==> src/core/dio_pkg.sv <==
// Purpose: constants and types for the digital i/o channel
// Assumes: 32-bit classic wishbone, 50 MHz clock
// Notes: register map word aligned
package dio_pkg;
   localparam int CLK_HZ = 50_000_000;
   localparam int TICK_MS = 100;
   localparam int TICK_CYC = CLK_HZ / 1000 * TICK_MS;
   localparam int SEC_TICKS = 10;
   localparam logic [15:0] WIDTH_DEF = 16'h0001;
   localparam logic [15:0] COUNT_DEF = 16'h0001;
   localparam logic [15:0] FS_SEC_DEF = 16'h001E;
   localparam logic [15:0] CTRL_DEF = 16'h0040;
   localparam logic [7:0] A_CTRL = 8'h00;
   localparam logic [7:0] A_CMD = 8'h04;
   localparam logic [7:0] A_ACTW = 8'h08;
   localparam logic [7:0] A_INAW = 8'h0C;
   localparam logic [7:0] A_DLY = 8'h10;
   localparam logic [7:0] A_CNT = 8'h14;
   localparam logic [7:0] A_FS = 8'h18;
   localparam logic [7:0] A_STAT = 8'h1C;
   localparam logic [7:0] A_DIV = 8'h20;
   localparam int C_DIR = 0;
   localparam int C_INV = 1;
   localparam int C_LAT = 2;
   localparam int C_TRG = 4;
   localparam int C_AUTO = 6;
   localparam int C_MAN = 7;
   localparam int C_DRV = 8;
   localparam int C_OMD = 10;
   localparam int C_PCNT = 12;
   localparam int C_FSA = 13;
   localparam int C_FSEN = 15;
   localparam int K_ACT = 0;
   localparam int K_DEACT = 1;
   localparam int K_ACLR = 2;
   localparam int K_LCLR = 3;
   localparam int K_KICK = 4;
   typedef enum logic [1:0] {
      LAT_NONE = 2'b00, LAT_RISE = 2'b01, LAT_FALL = 2'b10
   } latch_t;
   typedef enum logic [1:0] {
      TRG_OFF = 2'b00, TRG_INACT = 2'b01, TRG_ACT = 2'b10
   } trig_t;
   typedef enum logic [1:0] {
      DRV_SINK = 2'b00, DRV_SOURCE = 2'b01, DRV_BOTH = 2'b10
   } drive_t;
   typedef enum logic [1:0] {
      OM_MANUAL = 2'b00, OM_PULSE = 2'b01, OM_I2A = 2'b10, OM_A2I = 2'b11
   } omode_t;
   typedef enum logic [1:0] {
      FSA_NONE = 2'b00, FSA_ACT = 2'b01, FSA_DEACT = 2'b10
   } fsact_t;
   typedef struct packed {
      logic valid;
      logic raised;
   } alarm_evt_t;
   typedef struct packed {
      logic oe;
      logic level;
   } pin_drv_t;
endpackage

==> src/core/dio_channel.sv <==
// Purpose: one digital i/o channel with wishbone registers
// Assumes: line input asynchronous to clk_i
// Notes: pulse, delay and failsafe timing counts a 100 ms tick
//
// Register access over Wishbone and the register offsets were chosen for this implementation.
`timescale 1ns/1ps
// Summary of operation
// - direction bit picks input or output, input default
// - invert complements reported input status
// - latch remembers chosen transition until cleared
// - alarm raised on chosen input transition
// - auto clear drops alarm when input returns
// - manual clear holds alarm until clear command
// - event pulse on raise and clear, kind flagged
// - drive type selects sink, source or both
// - manual mode follows activate, deactivate and failsafe action
// - pulse mode alternates after activate
// - pulse continuous or counted sub-mode
// - each count is active then inactive phase
// - inactive phase lasts width times 100 ms
// - active phase lasts width times 100 ms
// - inactive-to-active delay then goes active
// - active-to-inactive delay then goes inactive
// - delay equals value times 100 ms
// - failsafe applies none, activate or deactivate
// - failsafe timer fires after idle seconds
module dio_channel
   import dio_pkg::*;
#(
   parameter int TICK_DIV = TICK_CYC
) (
   input wire logic clk_i,
   input wire logic rst_i,
   input wire logic ce_i,
   input wire logic cyc_i,
   input wire logic stb_i,
   input wire logic we_i,
   input wire logic [7:0] adr_i,
   input wire logic [3:0] sel_i,
   input wire logic [31:0] dat_i,
   output logic [31:0] dat_o,
   output logic ack_o,
   input wire logic line_i,
   output logic line_o,
   output logic line_oe_o,
   output alarm_evt_t evt_o,
   output logic alarm_o
);
   typedef enum logic [1:0] {
      SQ_IDLE = 2'b00, SQ_ACT = 2'b01, SQ_INACT = 2'b10, SQ_DLY = 2'b11
   } seq_t;
   logic [15:0] ctrl_r;
   logic [15:0] actw_r, inaw_r, dly_r, cnt_r, fs_sec_r;
   logic [31:0] div_r;
   logic [31:0] div_cnt_r;
   logic tick;
   logic sync1_r, sync2_r, stat_prev_r;
   logic status;
   logic latched_r, alarm_r;
   logic out_r;
   seq_t seq_r;
   logic [15:0] tmr_r, left_r;
   logic [15:0] fs_cnt_r;
   logic [3:0] fs_sub_r;
   logic fs_fired_r;
   logic wr, rd_ok, cmd_act, cmd_deact, cmd_aclr, cmd_lclr, activity;
   logic fire;
   logic is_out;
   latch_t lat_m;
   trig_t trg_m;
   drive_t drv_m;
   omode_t om_m;
   fsact_t fsa_m;

   assign lat_m = latch_t'(ctrl_r[C_LAT +: 2]);
   assign trg_m = trig_t'(ctrl_r[C_TRG +: 2]);
   assign drv_m = drive_t'(ctrl_r[C_DRV +: 2]);
   assign om_m = omode_t'(ctrl_r[C_OMD +: 2]);
   assign fsa_m = fsact_t'(ctrl_r[C_FSA +: 2]);
   assign is_out = ctrl_r[C_DIR];

   // wishbone slave, one wait state, ack drops after one cycle
   assign wr = cyc_i & stb_i & we_i & ~ack_o & sel_i[0];
   assign cmd_act = wr && adr_i == A_CMD && dat_i[K_ACT];
   assign cmd_deact = wr && adr_i == A_CMD && dat_i[K_DEACT];
   assign cmd_aclr = wr && adr_i == A_CMD && dat_i[K_ACLR];
   assign cmd_lclr = wr && adr_i == A_CMD && dat_i[K_LCLR];
   assign activity = cyc_i & stb_i & ~ack_o;
   assign rd_ok = 1'b1;

   always_ff @(posedge clk_i) begin
      if (rst_i) begin
         ack_o <= 1'b0;
      end else if (ce_i) begin
         ack_o <= cyc_i & stb_i & ~ack_o;
      end
   end

   always_ff @(posedge clk_i) begin
      if (rst_i) begin
         ctrl_r <= CTRL_DEF;
         actw_r <= WIDTH_DEF;
         inaw_r <= WIDTH_DEF;
         dly_r <= WIDTH_DEF;
         cnt_r <= COUNT_DEF;
         fs_sec_r <= FS_SEC_DEF;
         div_r <= 32'(TICK_DIV);
      end else if (ce_i && wr) begin
         case (adr_i)
            A_CTRL: ctrl_r <= dat_i[15:0];
            A_ACTW: actw_r <= dat_i[15:0];
            A_INAW: inaw_r <= dat_i[15:0];
            A_DLY: dly_r <= dat_i[15:0];
            A_CNT: cnt_r <= dat_i[15:0];
            A_FS: fs_sec_r <= dat_i[15:0];
            A_DIV: div_r <= dat_i;
            default: ;
         endcase
      end
   end

   always_ff @(posedge clk_i) begin
      if (rst_i) begin
         dat_o <= 32'h00000000;
      end else if (ce_i && cyc_i && stb_i && !we_i && !ack_o && rd_ok) begin
         case (adr_i)
            A_CTRL: dat_o <= {16'h0000, ctrl_r};
            A_ACTW: dat_o <= {16'h0000, actw_r};
            A_INAW: dat_o <= {16'h0000, inaw_r};
            A_DLY: dat_o <= {16'h0000, dly_r};
            A_CNT: dat_o <= {16'h0000, cnt_r};
            A_FS: dat_o <= {16'h0000, fs_sec_r};
            A_DIV: dat_o <= div_r;
            A_STAT: dat_o <= {25'h0000000, fs_fired_r, seq_r, out_r,
                              alarm_r, latched_r, status};
            default: dat_o <= 32'h00000000;
         endcase
      end
   end

   // 100 ms tick
   always_ff @(posedge clk_i) begin
      if (rst_i) begin
         div_cnt_r <= 32'h00000000;
      end else if (ce_i) begin
         if (div_cnt_r + 32'h00000001 >= div_r) begin
            div_cnt_r <= 32'h00000000;
         end else begin
            div_cnt_r <= div_cnt_r + 32'h00000001;
         end
      end
   end
   assign tick = ce_i && (div_cnt_r + 32'h00000001 >= div_r);

   // input side
   always_ff @(posedge clk_i) begin
      if (rst_i) begin
         sync1_r <= 1'b0;
         sync2_r <= 1'b0;
         stat_prev_r <= 1'b0;
      end else if (ce_i) begin
         sync1_r <= line_i;
         sync2_r <= sync1_r;
         stat_prev_r <= status;
      end
   end
   assign status = sync2_r ^ ctrl_r[C_INV];

   always_ff @(posedge clk_i) begin
      if (rst_i) begin
         latched_r <= 1'b0;
      end else if (ce_i) begin
         if ((lat_m == LAT_RISE && status && !stat_prev_r) ||
             (lat_m == LAT_FALL && !status && stat_prev_r)) begin
            latched_r <= 1'b1;
         end else if (cmd_lclr) begin
            latched_r <= 1'b0;
         end
      end
   end

   logic trig_edge, trig_back;
   assign trig_edge = (trg_m == TRG_INACT && !status && stat_prev_r) ||
                      (trg_m == TRG_ACT && status && !stat_prev_r);
   assign trig_back = (trg_m == TRG_INACT && status) ||
                      (trg_m == TRG_ACT && !status);
   always_ff @(posedge clk_i) begin
      if (rst_i) begin
         alarm_r <= 1'b0;
         evt_o <= '0;
      end else if (ce_i) begin
         evt_o <= '0;
         if (!alarm_r && trig_edge && !is_out) begin
            alarm_r <= 1'b1;
            evt_o <= '{valid: 1'b1, raised: 1'b1};
         end else if (alarm_r && ((ctrl_r[C_MAN] && cmd_aclr) ||
                    (!ctrl_r[C_MAN] && ctrl_r[C_AUTO] && trig_back))) begin
            alarm_r <= 1'b0;
            evt_o <= '{valid: 1'b1, raised: 1'b0};
         end
      end
   end
   assign alarm_o = alarm_r;

   // failsafe timer, seconds counted in ticks
   always_ff @(posedge clk_i) begin
      if (rst_i) begin
         fs_cnt_r <= 16'h0000;
         fs_sub_r <= 4'h0;
         fs_fired_r <= 1'b0;
      end else if (ce_i) begin
         if (!ctrl_r[C_FSEN] || activity) begin
            fs_cnt_r <= 16'h0000;
            fs_sub_r <= 4'h0;
            fs_fired_r <= 1'b0;
         end else if (tick && !fs_fired_r) begin
            if (fs_sub_r == 4'(SEC_TICKS - 1)) begin
               fs_sub_r <= 4'h0;
               fs_cnt_r <= fs_cnt_r + 16'h0001;
               fs_fired_r <= (fs_cnt_r + 16'h0001 >= fs_sec_r);
            end else begin
               fs_sub_r <= fs_sub_r + 4'h1;
            end
         end
      end
   end
   assign fire = ce_i && tick && !fs_fired_r && ctrl_r[C_FSEN] &&
                 !activity && fs_sub_r == 4'(SEC_TICKS - 1) &&
                 fs_cnt_r + 16'h0001 >= fs_sec_r;

   // output sequencer
   always_ff @(posedge clk_i) begin
      if (rst_i) begin
         out_r <= 1'b0;
         seq_r <= SQ_IDLE;
         tmr_r <= 16'h0000;
         left_r <= 16'h0000;
      end else if (ce_i) begin
         if (cmd_act || cmd_deact) begin
            out_r <= cmd_act;
            seq_r <= SQ_IDLE;
            left_r <= cnt_r;
            tmr_r <= 16'h0000;
            if (om_m == OM_PULSE && cmd_act) begin
               seq_r <= SQ_ACT;
            end else if (om_m == OM_I2A && cmd_act) begin
               out_r <= 1'b0;
               seq_r <= SQ_DLY;
            end else if (om_m == OM_A2I && cmd_act) begin
               seq_r <= SQ_DLY;
            end
         end else if (fire && fsa_m != FSA_NONE) begin
            out_r <= (fsa_m == FSA_ACT);
            seq_r <= SQ_IDLE;
         end else if (tick) begin
            case (seq_r)
               SQ_ACT: begin
                  if (tmr_r + 16'h0001 >= actw_r) begin
                     tmr_r <= 16'h0000;
                     out_r <= 1'b0;
                     seq_r <= SQ_INACT;
                  end else begin
                     tmr_r <= tmr_r + 16'h0001;
                  end
               end
               SQ_INACT: begin
                  if (tmr_r + 16'h0001 >= inaw_r) begin
                     tmr_r <= 16'h0000;
                     if (ctrl_r[C_PCNT] && left_r <= 16'h0001) begin
                        seq_r <= SQ_IDLE;
                     end else begin
                        out_r <= 1'b1;
                        seq_r <= SQ_ACT;
                     end
                     left_r <= left_r - 16'h0001;
                  end else begin
                     tmr_r <= tmr_r + 16'h0001;
                  end
               end
               SQ_DLY: begin
                  if (tmr_r + 16'h0001 >= dly_r) begin
                     out_r <= (om_m == OM_I2A);
                     seq_r <= SQ_IDLE;
                  end else begin
                     tmr_r <= tmr_r + 16'h0001;
                  end
               end
               default: seq_r <= SQ_IDLE;
            endcase
         end
      end
   end

   // pin drive
   always_ff @(posedge clk_i) begin
      if (rst_i) begin
         line_o <= 1'b0;
         line_oe_o <= 1'b0;
      end else if (ce_i) begin
         line_oe_o <= is_out && (drv_m == DRV_BOTH || out_r);
         line_o <= is_out && (drv_m != DRV_SINK) && out_r;
      end
   end

   chk_evt_raise: assert property (@(posedge clk_i) disable iff (rst_i)
      ce_i && !alarm_r && trig_edge && !is_out |=> evt_o.valid && evt_o.raised
      && alarm_r) else $error("alarm raise event missing");
   chk_evt_clear: assert property (@(posedge clk_i) disable iff (rst_i)
      ce_i && alarm_r && !ctrl_r[C_MAN] && ctrl_r[C_AUTO] && trig_back
      |=> evt_o.valid && !evt_o.raised) else $error("clear event missing");
   chk_man_hold: assert property (@(posedge clk_i) disable iff (rst_i)
      ctrl_r[C_MAN] && alarm_r && !cmd_aclr |=> alarm_r)
      else $error("manual alarm dropped");
   chk_auto_clear: assert property (@(posedge clk_i) disable iff (rst_i)
      ce_i && !ctrl_r[C_MAN] && ctrl_r[C_AUTO] && alarm_r && trig_back
      |=> !alarm_r) else $error("auto clear failed");
   chk_inv_stat: assert property (@(posedge clk_i) disable iff (rst_i)
      ce_i |=> status == ($past(sync1_r) ^ ctrl_r[C_INV]))
      else $error("invert wrong");
   chk_cmd_set: assert property (@(posedge clk_i) disable iff (rst_i)
      ce_i && cmd_deact |=> !out_r && seq_r == SQ_IDLE)
      else $error("deactivate not applied");
   chk_dly_start: assert property (@(posedge clk_i) disable iff (rst_i)
      ce_i && cmd_act && om_m == OM_I2A |=> !out_r && seq_r == SQ_DLY)
      else $error("delay start wrong");
   chk_a2i_start: assert property (@(posedge clk_i) disable iff (rst_i)
      ce_i && cmd_act && om_m == OM_A2I |=> out_r && seq_r == SQ_DLY)
      else $error("delay hold wrong");
   chk_sink_drive: assert property (@(posedge clk_i) disable iff (rst_i)
      ce_i && drv_m == DRV_SINK && is_out && !out_r |=> !line_oe_o)
      else $error("sink drives while inactive");
   chk_both_drive: assert property (@(posedge clk_i) disable iff (rst_i)
      ce_i && is_out && drv_m == DRV_BOTH |=> line_oe_o)
      else $error("both drive not driving");
   chk_latch_hold: assert property (@(posedge clk_i) disable iff (rst_i)
      latched_r && !cmd_lclr |=> latched_r)
      else $error("latch lost");
   chk_tick_once: assert property (@(posedge clk_i) disable iff (rst_i)
      tick && div_r > 32'h00000001 |=> !tick)
      else $error("tick longer than one cycle");
   chk_fs_act: assert property (@(posedge clk_i) disable iff (rst_i)
      fire && fsa_m == FSA_ACT && !cmd_act && !cmd_deact |=> out_r)
      else $error("failsafe activate missed");
   chk_fs_deact: assert property (@(posedge clk_i) disable iff (rst_i)
      fire && fsa_m == FSA_DEACT && !cmd_act && !cmd_deact |=> !out_r)
      else $error("failsafe deactivate missed");
endmodule

==> config.mk <==
export PLATFORM = sky130hd
export DESIGN_NAME = dio_channel
export DESIGN_NICKNAME = d
export VERILOG_FILES = /design/src/core/dio_pkg.sv /design/src/core/dio_channel.sv
export SDC_FILE = /design/constraint.sdc
export NUM_CORES = 1
export LEC_CHECK = 0
export BUFFER_PORTS_ARGS = -buffer_cell sky130_fd_sc_hd__buf_4
export CORE_ASPECT_RATIO = 1.25
export CORE_MARGIN = 2
export CORE_UTILIZATION = 25
export CTS_CLUSTER_SIZE = 24
export DETAILED_ROUTE_END_ITERATION = 10
export GPL_ROUTABILITY_DRIVEN = 0
export SETUP_SLACK_MARGIN = 0.02
export SYNTH_ARGS = -nofsm -noshare
export SYNTH_HDL_FRONTEND = slang
export SYNTH_SLANG_ARGS = --single-unit
==> constraint.sdc <==
create_clock -name clk_i -period 4.5 [get_ports clk_i]
set_input_delay 0.45 -clock clk_i [delete_from_list [all_inputs] [get_ports clk_i]]
set_output_delay 0.45 -clock clk_i [all_outputs]
set_load 0.05 [all_outputs]
==> results of run 1 <==
-- power by group --
group | internal, mW | leakage, nW | switching, mW
Sequential | 2.29 | 2.08 | 0.00304
Combinational | 0.0537 | 3.88 | 0.132
Clock | 1.54 | 0.498 | 1.00
Total | 3.89 | 6.45 | 1.14
-- how the worst max path moves through the flow --
stage / from / depth (start not counted) / slack, ns / end
after floorplan: div_cnt_r[0]$_SDFFE_PP0P_ / 17 / 0.22 / div_cnt_r[15]$_SDFFE_PP0P_
after global placement: div_cnt_r[0]$_SDFFE_PP0P_ / 18 / 0.17 / fs_sub_r[1]$_SDFFE_PP0P_
after detailed placement: div_cnt_r[0]$_SDFFE_PP0P_ / 18 / 0.17 / fs_sub_r[1]$_SDFFE_PP0P_
after CTS: div_cnt_r[0]$_SDFFE_PP0P_ / 18 / 0.13 / fs_sub_r[1]$_SDFFE_PP0P_
after global routing: fs_cnt_r[1]$_SDFFE_PP0P_ / 19 / 0.03 / tmr_r[8]$_SDFFE_PP0P_
final: tmr_r[0]$_SDFFE_PP0P_ / 15 / 0.26 / tmr_r[5]$_SDFFE_PP0P_
-- per-layer routing --
layer	vias to the layer above	wire length (um)	track usage
li1	6602	-	-
met1	6437	20000	0.195
met2	467	22100	0.264
met3	114	2790	0.0206
met4	0	2390	0.0757
met5	-	0	0
-- flip-flops by register name, indices dropped and copies added, names as in the netlist, 2 cells and up --
name and count:
ctrl_r 16, div_r 32, dat_o 32, fs_sec_r 16
cnt_r 16, actw_r 16, seq_r 2, dly_r 16
left_r 16, evt_o 2, tmr_r 16, inaw_r 16
fs_cnt_r 16, fs_sub_r 4, div_cnt_r 32
-- final cells by class --
class / instances / share of cell area
clock inverters: 12 / 0.0113
multi-input cells: 1349 / 0.490
inverters: 110 / 0.0243
repair buffers: 151 / 0.0683
clock buffers: 39 / 0.0478
flip-flops and latches: 258 / 0.304
well taps: 742 / 0.0546
-- cells in the mapped netlist, types with 4 or more instances --
library cell,instances
a222oi_1,11
and3_1,28
a22o_1,7
or3_1,11
a311oi_1,10
o21ai_0,48
a21oi_1,185
nand3b_1,8
nand3_1,69
nand4_1,22
o211ai_1,22
xnor2_1,32
nor2_1,113
buf_2,8
dfxtp_1,258
a21o_1,8
a211oi_1,17
a31oi_1,21
nor3_1,23
nand2_1,348
mux2i_1,36
inv_1,109
nand2b_1,23
o21ai_1,11
a221oi_1,17
ha_1,107
clkbuf_1,87
nor4_1,11
a22oi_1,51
nor2b_1,5
o2bb2ai_1,8
and2_0,4
xor2_1,27
o21a_1,10
-- stage by stage --
step | power [mW] | setup WS [ns] | cell area (um2)
CTS | 5.06 | 0.134 | 17000
finish | 5.03 | 0.264 | 17000
global placement | 2.52 | 0.172 | 16000
floorplan | 2.42 | 0.225 | 14200
global route | 5.15 | 0.0257 | 17000
detailed placement | 2.52 | 0.170 | 16000
-- timing repair --
item	CTS	global route
hold buffers	0	0
gates resized for setup	0	9
buffers inserted	0	1
endpoints found under the setup margin	0	78
-- critical path, delay by kind of cell, from the launching register on --
family / cells / cell delay, ns
AND/OR/NAND/NOR: 7 / 2.04
XOR/XNOR: 1 / 0.26
flip-flops: 1 / 0.40
AO/OA/AOI/OAI: 6 / 1.18
adder cells (fa/ha/maj): 1 / 0.30
-- kinds of logic (layout without fill, tap and decap cells) --
| family | after synthesis | after routing | synth area share |
|---|---|---|---|
| buffers and inverters | 211 | 312 | 0.0571 |
| muxes | 37 | 37 | 0.0261 |
| DFF | 258 | 258 | 0.363 |
| xor gates and xnor gates | 59 | 59 | 0.0363 |
| and+or+nand+nor | 686 | 686 | 0.217 |
| AOI/OAI and AO/OA | 460 | 460 | 0.207 |
| adders and majority gates | 107 | 107 | 0.0941 |
==> impl_metrics.toml, run 1 <==
[min_path]
whs_path_depth = 3
min_path_type = "input pin to flop"
hp-start = "dat_i[19]"
holdPathEnd = "div_r[19]$_SDFFE_PP1P_"

[synthesis]
synthTopCellsByArea = "dfxtp_1 (36%), ha_1 (9.4%), nand2_1 (9.2%), a21oi_1 (6.5%), nor2_1 (3.0%)"
synth_nets = 1976
synthCells = 1818
yosys.area.top_type = "dfxtp_1"
yosysUniqueCellTypes = 75
ys.flop_type = "dfxtp_1"
synth_area_per_cell_um2 = 7.83
synth-edff-count = 0
yosys_warnings = 0
synth_area_mm2 = 0.0142
ys_seq_elements = 258
synth_top_area_share = 0.363
seq_area_frac_synth = 0.363
synthArstFlopShare = 0

[global_route]
grt_max_degree = 89
grt_pass1_vias = 13277
antenna_found_initial = 0
grt_pass1_wl_um = 73500
track_usage = 0.157
grt-ovfl-total = 0

[clock_network]
cts_max_level = 1
cts_root_buf = "clkbuf_16"
cts_inserted_buffers = 29
clock_latency_ns = 0.58
clockBufferDepth = 3
cts_tree = "built"
clk_pin_slew_ns = 0.06
clock-sinks = 258

[power_and_ir_drop]
p_leak_nw = 6.45
ir_drop_uv = 235
p_per_area_mw_per_mm2 = 295

[setup_path]
rr_startpoint = "tmr_r[0]$_SDFFE_PP0P_"
reg2reg_to = "tmr_r[5]$_SDFFE_PP0P_"
crit_arrival_ns = 4.72
cpMostUsedCell = "and3_1"
crit_path_max_fanout = 9
cpPeakStageDelay_ns = 0.52
crit_type = "flop to flop"
path_cells = "and3_1 -> and3_1 -> and3_1 -> and3_1 -> nand3_1 -> xnor2_1 -> ha_1 -> a21o_1 -> a21o_1 -> a221o_1 -> a311oi_1 -> a311oi_1 -> or3_1 -> or4_4 -> o2bb2ai_1"
r2r_cells = 15
crit_path_start_kind = "flop"
end_kind = "flop"
crit_slowest_cell = "or4_4"
worstPathRequired_ns = 4.99
r2r_setup_slack_ns = 0.26

[timing]
max_freq_mhz = 236
setup_viol = 0
fin_crit_ns = 4.24
finalClockSkew_ns = 0.0327
tightest_slew_ns = 1.05
worst_hold_slack_ns = 0.107
hold_violations = 0
setup-tns-final_ns = 0
slew-limit-headroom = 0.298
slew_viol_final = 0
rsz0062_at_grt = "no"
period_share = 0.941

[layout]
ff_latch_area_mm2 = 0.00517
final_common_cell = "nand2_1"
fin_nets = 2057
fin_util = 0.303
final_cells = 2661
antennaDiodeCount = 0
syn_to_final_growth_pct = 19.6
most-common-layout-cells = "nand2_1 (348), dfxtp_1 (257), a21oi_1 (185), buf_4 (148), nor2_1 (113)"
fill_cells = 5905
drive_gt1_frac = 0.118
multi_input_area_mm2 = 0.00834

[floorplanning]
start_util = 0.253
dieArea_mm2 = 0.0589
core-area_mm2 = 0.0562
die_y_um = 271
die_w_um = 217
rows = 97
pin_count = 89

[placement]
hpwl_um = 34900
dp_cells = 2609
portBuffers = 85

[drt]
wl_per_cell_um = 17.8
routed_wl_um = 47300
drc = 0
vias_per_cell = 5.12
routed-via-count = 13620
drt_iter0_markers = 1121
first_pass_iters = 6
drtAntennaViolNets = 0

[outcome]
outcome = "finished, final reports clean"

[run]
max_cap_violations = 0
(Power assumes the default switching activity.)
==> inputs of run 2 (changes only) <==
--- a/config.mk
+++ b/config.mk
@@ -5,9 +5,10 @@
 export SDC_FILE = /design/constraint.sdc
 export NUM_CORES = 1
 export LEC_CHECK = 0
+export ABC_AREA = 1
 export BUFFER_PORTS_ARGS = -buffer_cell sky130_fd_sc_hd__buf_4
 export CORE_ASPECT_RATIO = 1.25
-export CORE_MARGIN = 2
+export CORE_MARGIN = 5
 export CORE_UTILIZATION = 25
 export CTS_CLUSTER_SIZE = 24
 export DETAILED_ROUTE_END_ITERATION = 10
==> impl_metrics.toml, run 2 <==
[timing]
finalClockSkew_ns = 0.0110
worst_hold_slack_ns = 0.117
setup-tns-final_ns = 0
tightest_slew_ns = 0.881
max_freq_mhz = 238
slew_viol_final = 0
period_share = 0.933
fin_crit_ns = 4.20
rsz0062_at_grt = "yes"
slew-limit-headroom = 0.412
setup_viol = 0
hold_violations = 0

[layout]
multi_input_area_mm2 = 0.00782
ff_latch_area_mm2 = 0.00517
fill_cells = 6031
syn_to_final_growth_pct = 17.4
drive_gt1_frac = 0.109
largest_registers = "dat_o (32), div_cnt_r (32), div_r (32)"
fin_area_mm2 = 0.0166
final_common_cell = "nand2_1"
antennaDiodeCount = 0
fin_util = 0.296
most-common-layout-cells = "nand2_1 (319), dfxtp_1 (257), a21oi_1 (246), inv_1 (242), o21ai_0 (192)"
fin_nets = 2183

[synthesis]
synth_common_cells = "nand2_1 (320), dfxtp_1 (258), a21oi_1 (248)"
synth_area_per_cell_um2 = 7.23
synthSimpleGateAreaFrac = 0.200
yosys.area.top_type = "dfxtp_1"
ys.flop_type = "dfxtp_1"
synth_top_area_share = 0.365
synth_compound_area_frac = 0.209
ys_seq_elements = 258
yosysMostFrequentCell = "nand2_1"
synth-edff-count = 0
synth_xor_area_frac = 0.0419
synthArstFlopShare = 0
yosysUniqueCellTypes = 52
synthTopCellsByArea = "dfxtp_1 (36%), ha_1 (9.5%), a21oi_1 (8.8%), nand2_1 (8.5%), o21ai_0 (6.8%)"
yosys.area_share.adder = 0.0945
synth_area_mm2 = 0.0142
seq_area_frac_synth = 0.365
synthMuxAreaShare = 0
synth_top_family_by_area = "compound AO/OA/AOI/OAI gates"
yosys_warnings = 0
synth_nets = 2118
synthCells = 1960

[clock_network]
clockBufferDepth = 3
clock-sinks = 258
clock_latency_ns = 0.56
cts_inserted_buffers = 27
cts_max_level = 1
cts_root_buf = "clkbuf_16"
hold_buffers = 0
clk_pin_slew_ns = 0.06
cts_tree = "built"

[drt]
vias_per_cell = 4.80
routed-via-count = 13390
first_pass_iters = 7
drt_iter0_markers = 920
drtAntennaViolNets = 0
routed_wl_um = 45400
drc = 0
wl_per_cell_um = 16.3

[global_route]
grt-ovfl-total = 0
antenna_found_initial = 0
grt_pass1_wl_um = 70700
track_usage = 0.140
grt_pass1_vias = 12938
grt_max_degree = 85

[floorplanning]
start_util = 0.253
core-area_mm2 = 0.0561
die_y_um = 276
dieArea_mm2 = 0.0615
rows = 97
die_w_um = 223
pin_count = 89

[setup_path]
crit_arrival_ns = 4.65
worstPathRequired_ns = 4.95
cpPeakStageDelay_ns = 0.39
end_kind = "flop"
r2r_setup_slack_ns = 0.30
cpMostUsedCell = "nand2_1"
crit_type = "flop to flop"
crit_slowest_cell = "dfxtp_1"
crit_path_max_fanout = 12
crit_path_start_kind = "flop"

[placement]
hpwl_um = 34300
portBuffers = 85
detailed_place.area_mm2 = 0.0156

[power_and_ir_drop]
p_per_area_mw_per_mm2 = 290
p_leak_nw = 6.74
ir_drop_uv = 258

[min_path]
min_path_type = "input pin to flop"

[outcome]
outcome = "finished, final reports clean"

[run]
max_cap_violations = 0
## run 2: where the power goes
part / internal [mW] / switching, mW / leakage (nW)
combinational: 0.0764 / 0.162 / 4.22
clock: 1.29 / 0.990 / 0.438
sequential: 2.30 / 0.0113 / 2.08
total: 3.67 / 1.16 / 6.74
## run 2: worst paths after layout
| path | cells after the start | endpoint | from |
|---|---|---|---|
| worst max-delay path | 26 | tmr_r[11]$_SDFFE_PP0P_ | div_cnt_r[1]$_SDFFE_PP0P_ |
| worst min-delay path | 3 | sync1_r$_SDFFE_PP0P_ | line_i |
| worst max register to register | 26 | tmr_r[11]$_SDFFE_PP0P_ | div_cnt_r[1]$_SDFFE_PP0P_ |
| worst min register to register | 2 | dat_o[8]$_SDFFE_PP0P_ | dat_o[8]$_SDFFE_PP0P_ |
## run 2: area by class of cell
class / count / area share
multi-input combinational: 1367 / 0.470
sequential: 258 / 0.311
inverter: 258 / 0.0586
tap: 742 / 0.0558
timing repair buffer: 113 / 0.0510
clock buffer: 37 / 0.0453
clock inverter: 13 / 0.00798
## run 2: timing repair
item / 4_1_cts / 5_1_grt
resized for setup: 0 / 20
buffers inserted: 0 / 4
setup endpoints to repair: 0 / 50
## run 2: metal layers
layer	part of all wire	wire length, um	track usage
met3	0.047	2150	0.0164
met5	0	0	0
met2	0.50	22600	0.253
met4	0.052	2370	0.0673
met1	0.40	18300	0.164
## run 2: metrics by stage
| step | std cells | setup WS, ns | power [mW] |
|---|---|---|---|
| after floorplan | 1960 | 0.945 | 2.49 |
| after global routing | 2788 | -0.0322 | 4.99 |
| after global placement | 2734 | 0.178 | 2.59 |
| final | 2788 | 0.303 | 4.83 |
| after detailed placement | 2734 | 0.165 | 2.59 |
| after CTS | 2784 | 0.144 | 4.86 |
## run 2: worst max-delay path: cells and delay by family (launching register included)
family / cells / cell delay, ns
compound gates: 2 / 0.41
fa+ha+maj: 2 / 0.44
buf+inv: 4 / 0.46
flops: 1 / 0.39
simple gates: 18 / 2.38
## run 2: logic make-up (layout without fill, tap and decap cells)
logic type                 after synthesis  count (layout)
AOI/OAI and AO/OA                      544             544
buffers and inverters                  335             421
xor gates and xnor gates                66              66
and+or+nand+nor                        650             650
adders and majority gates              107             107
DFF                                    258             258
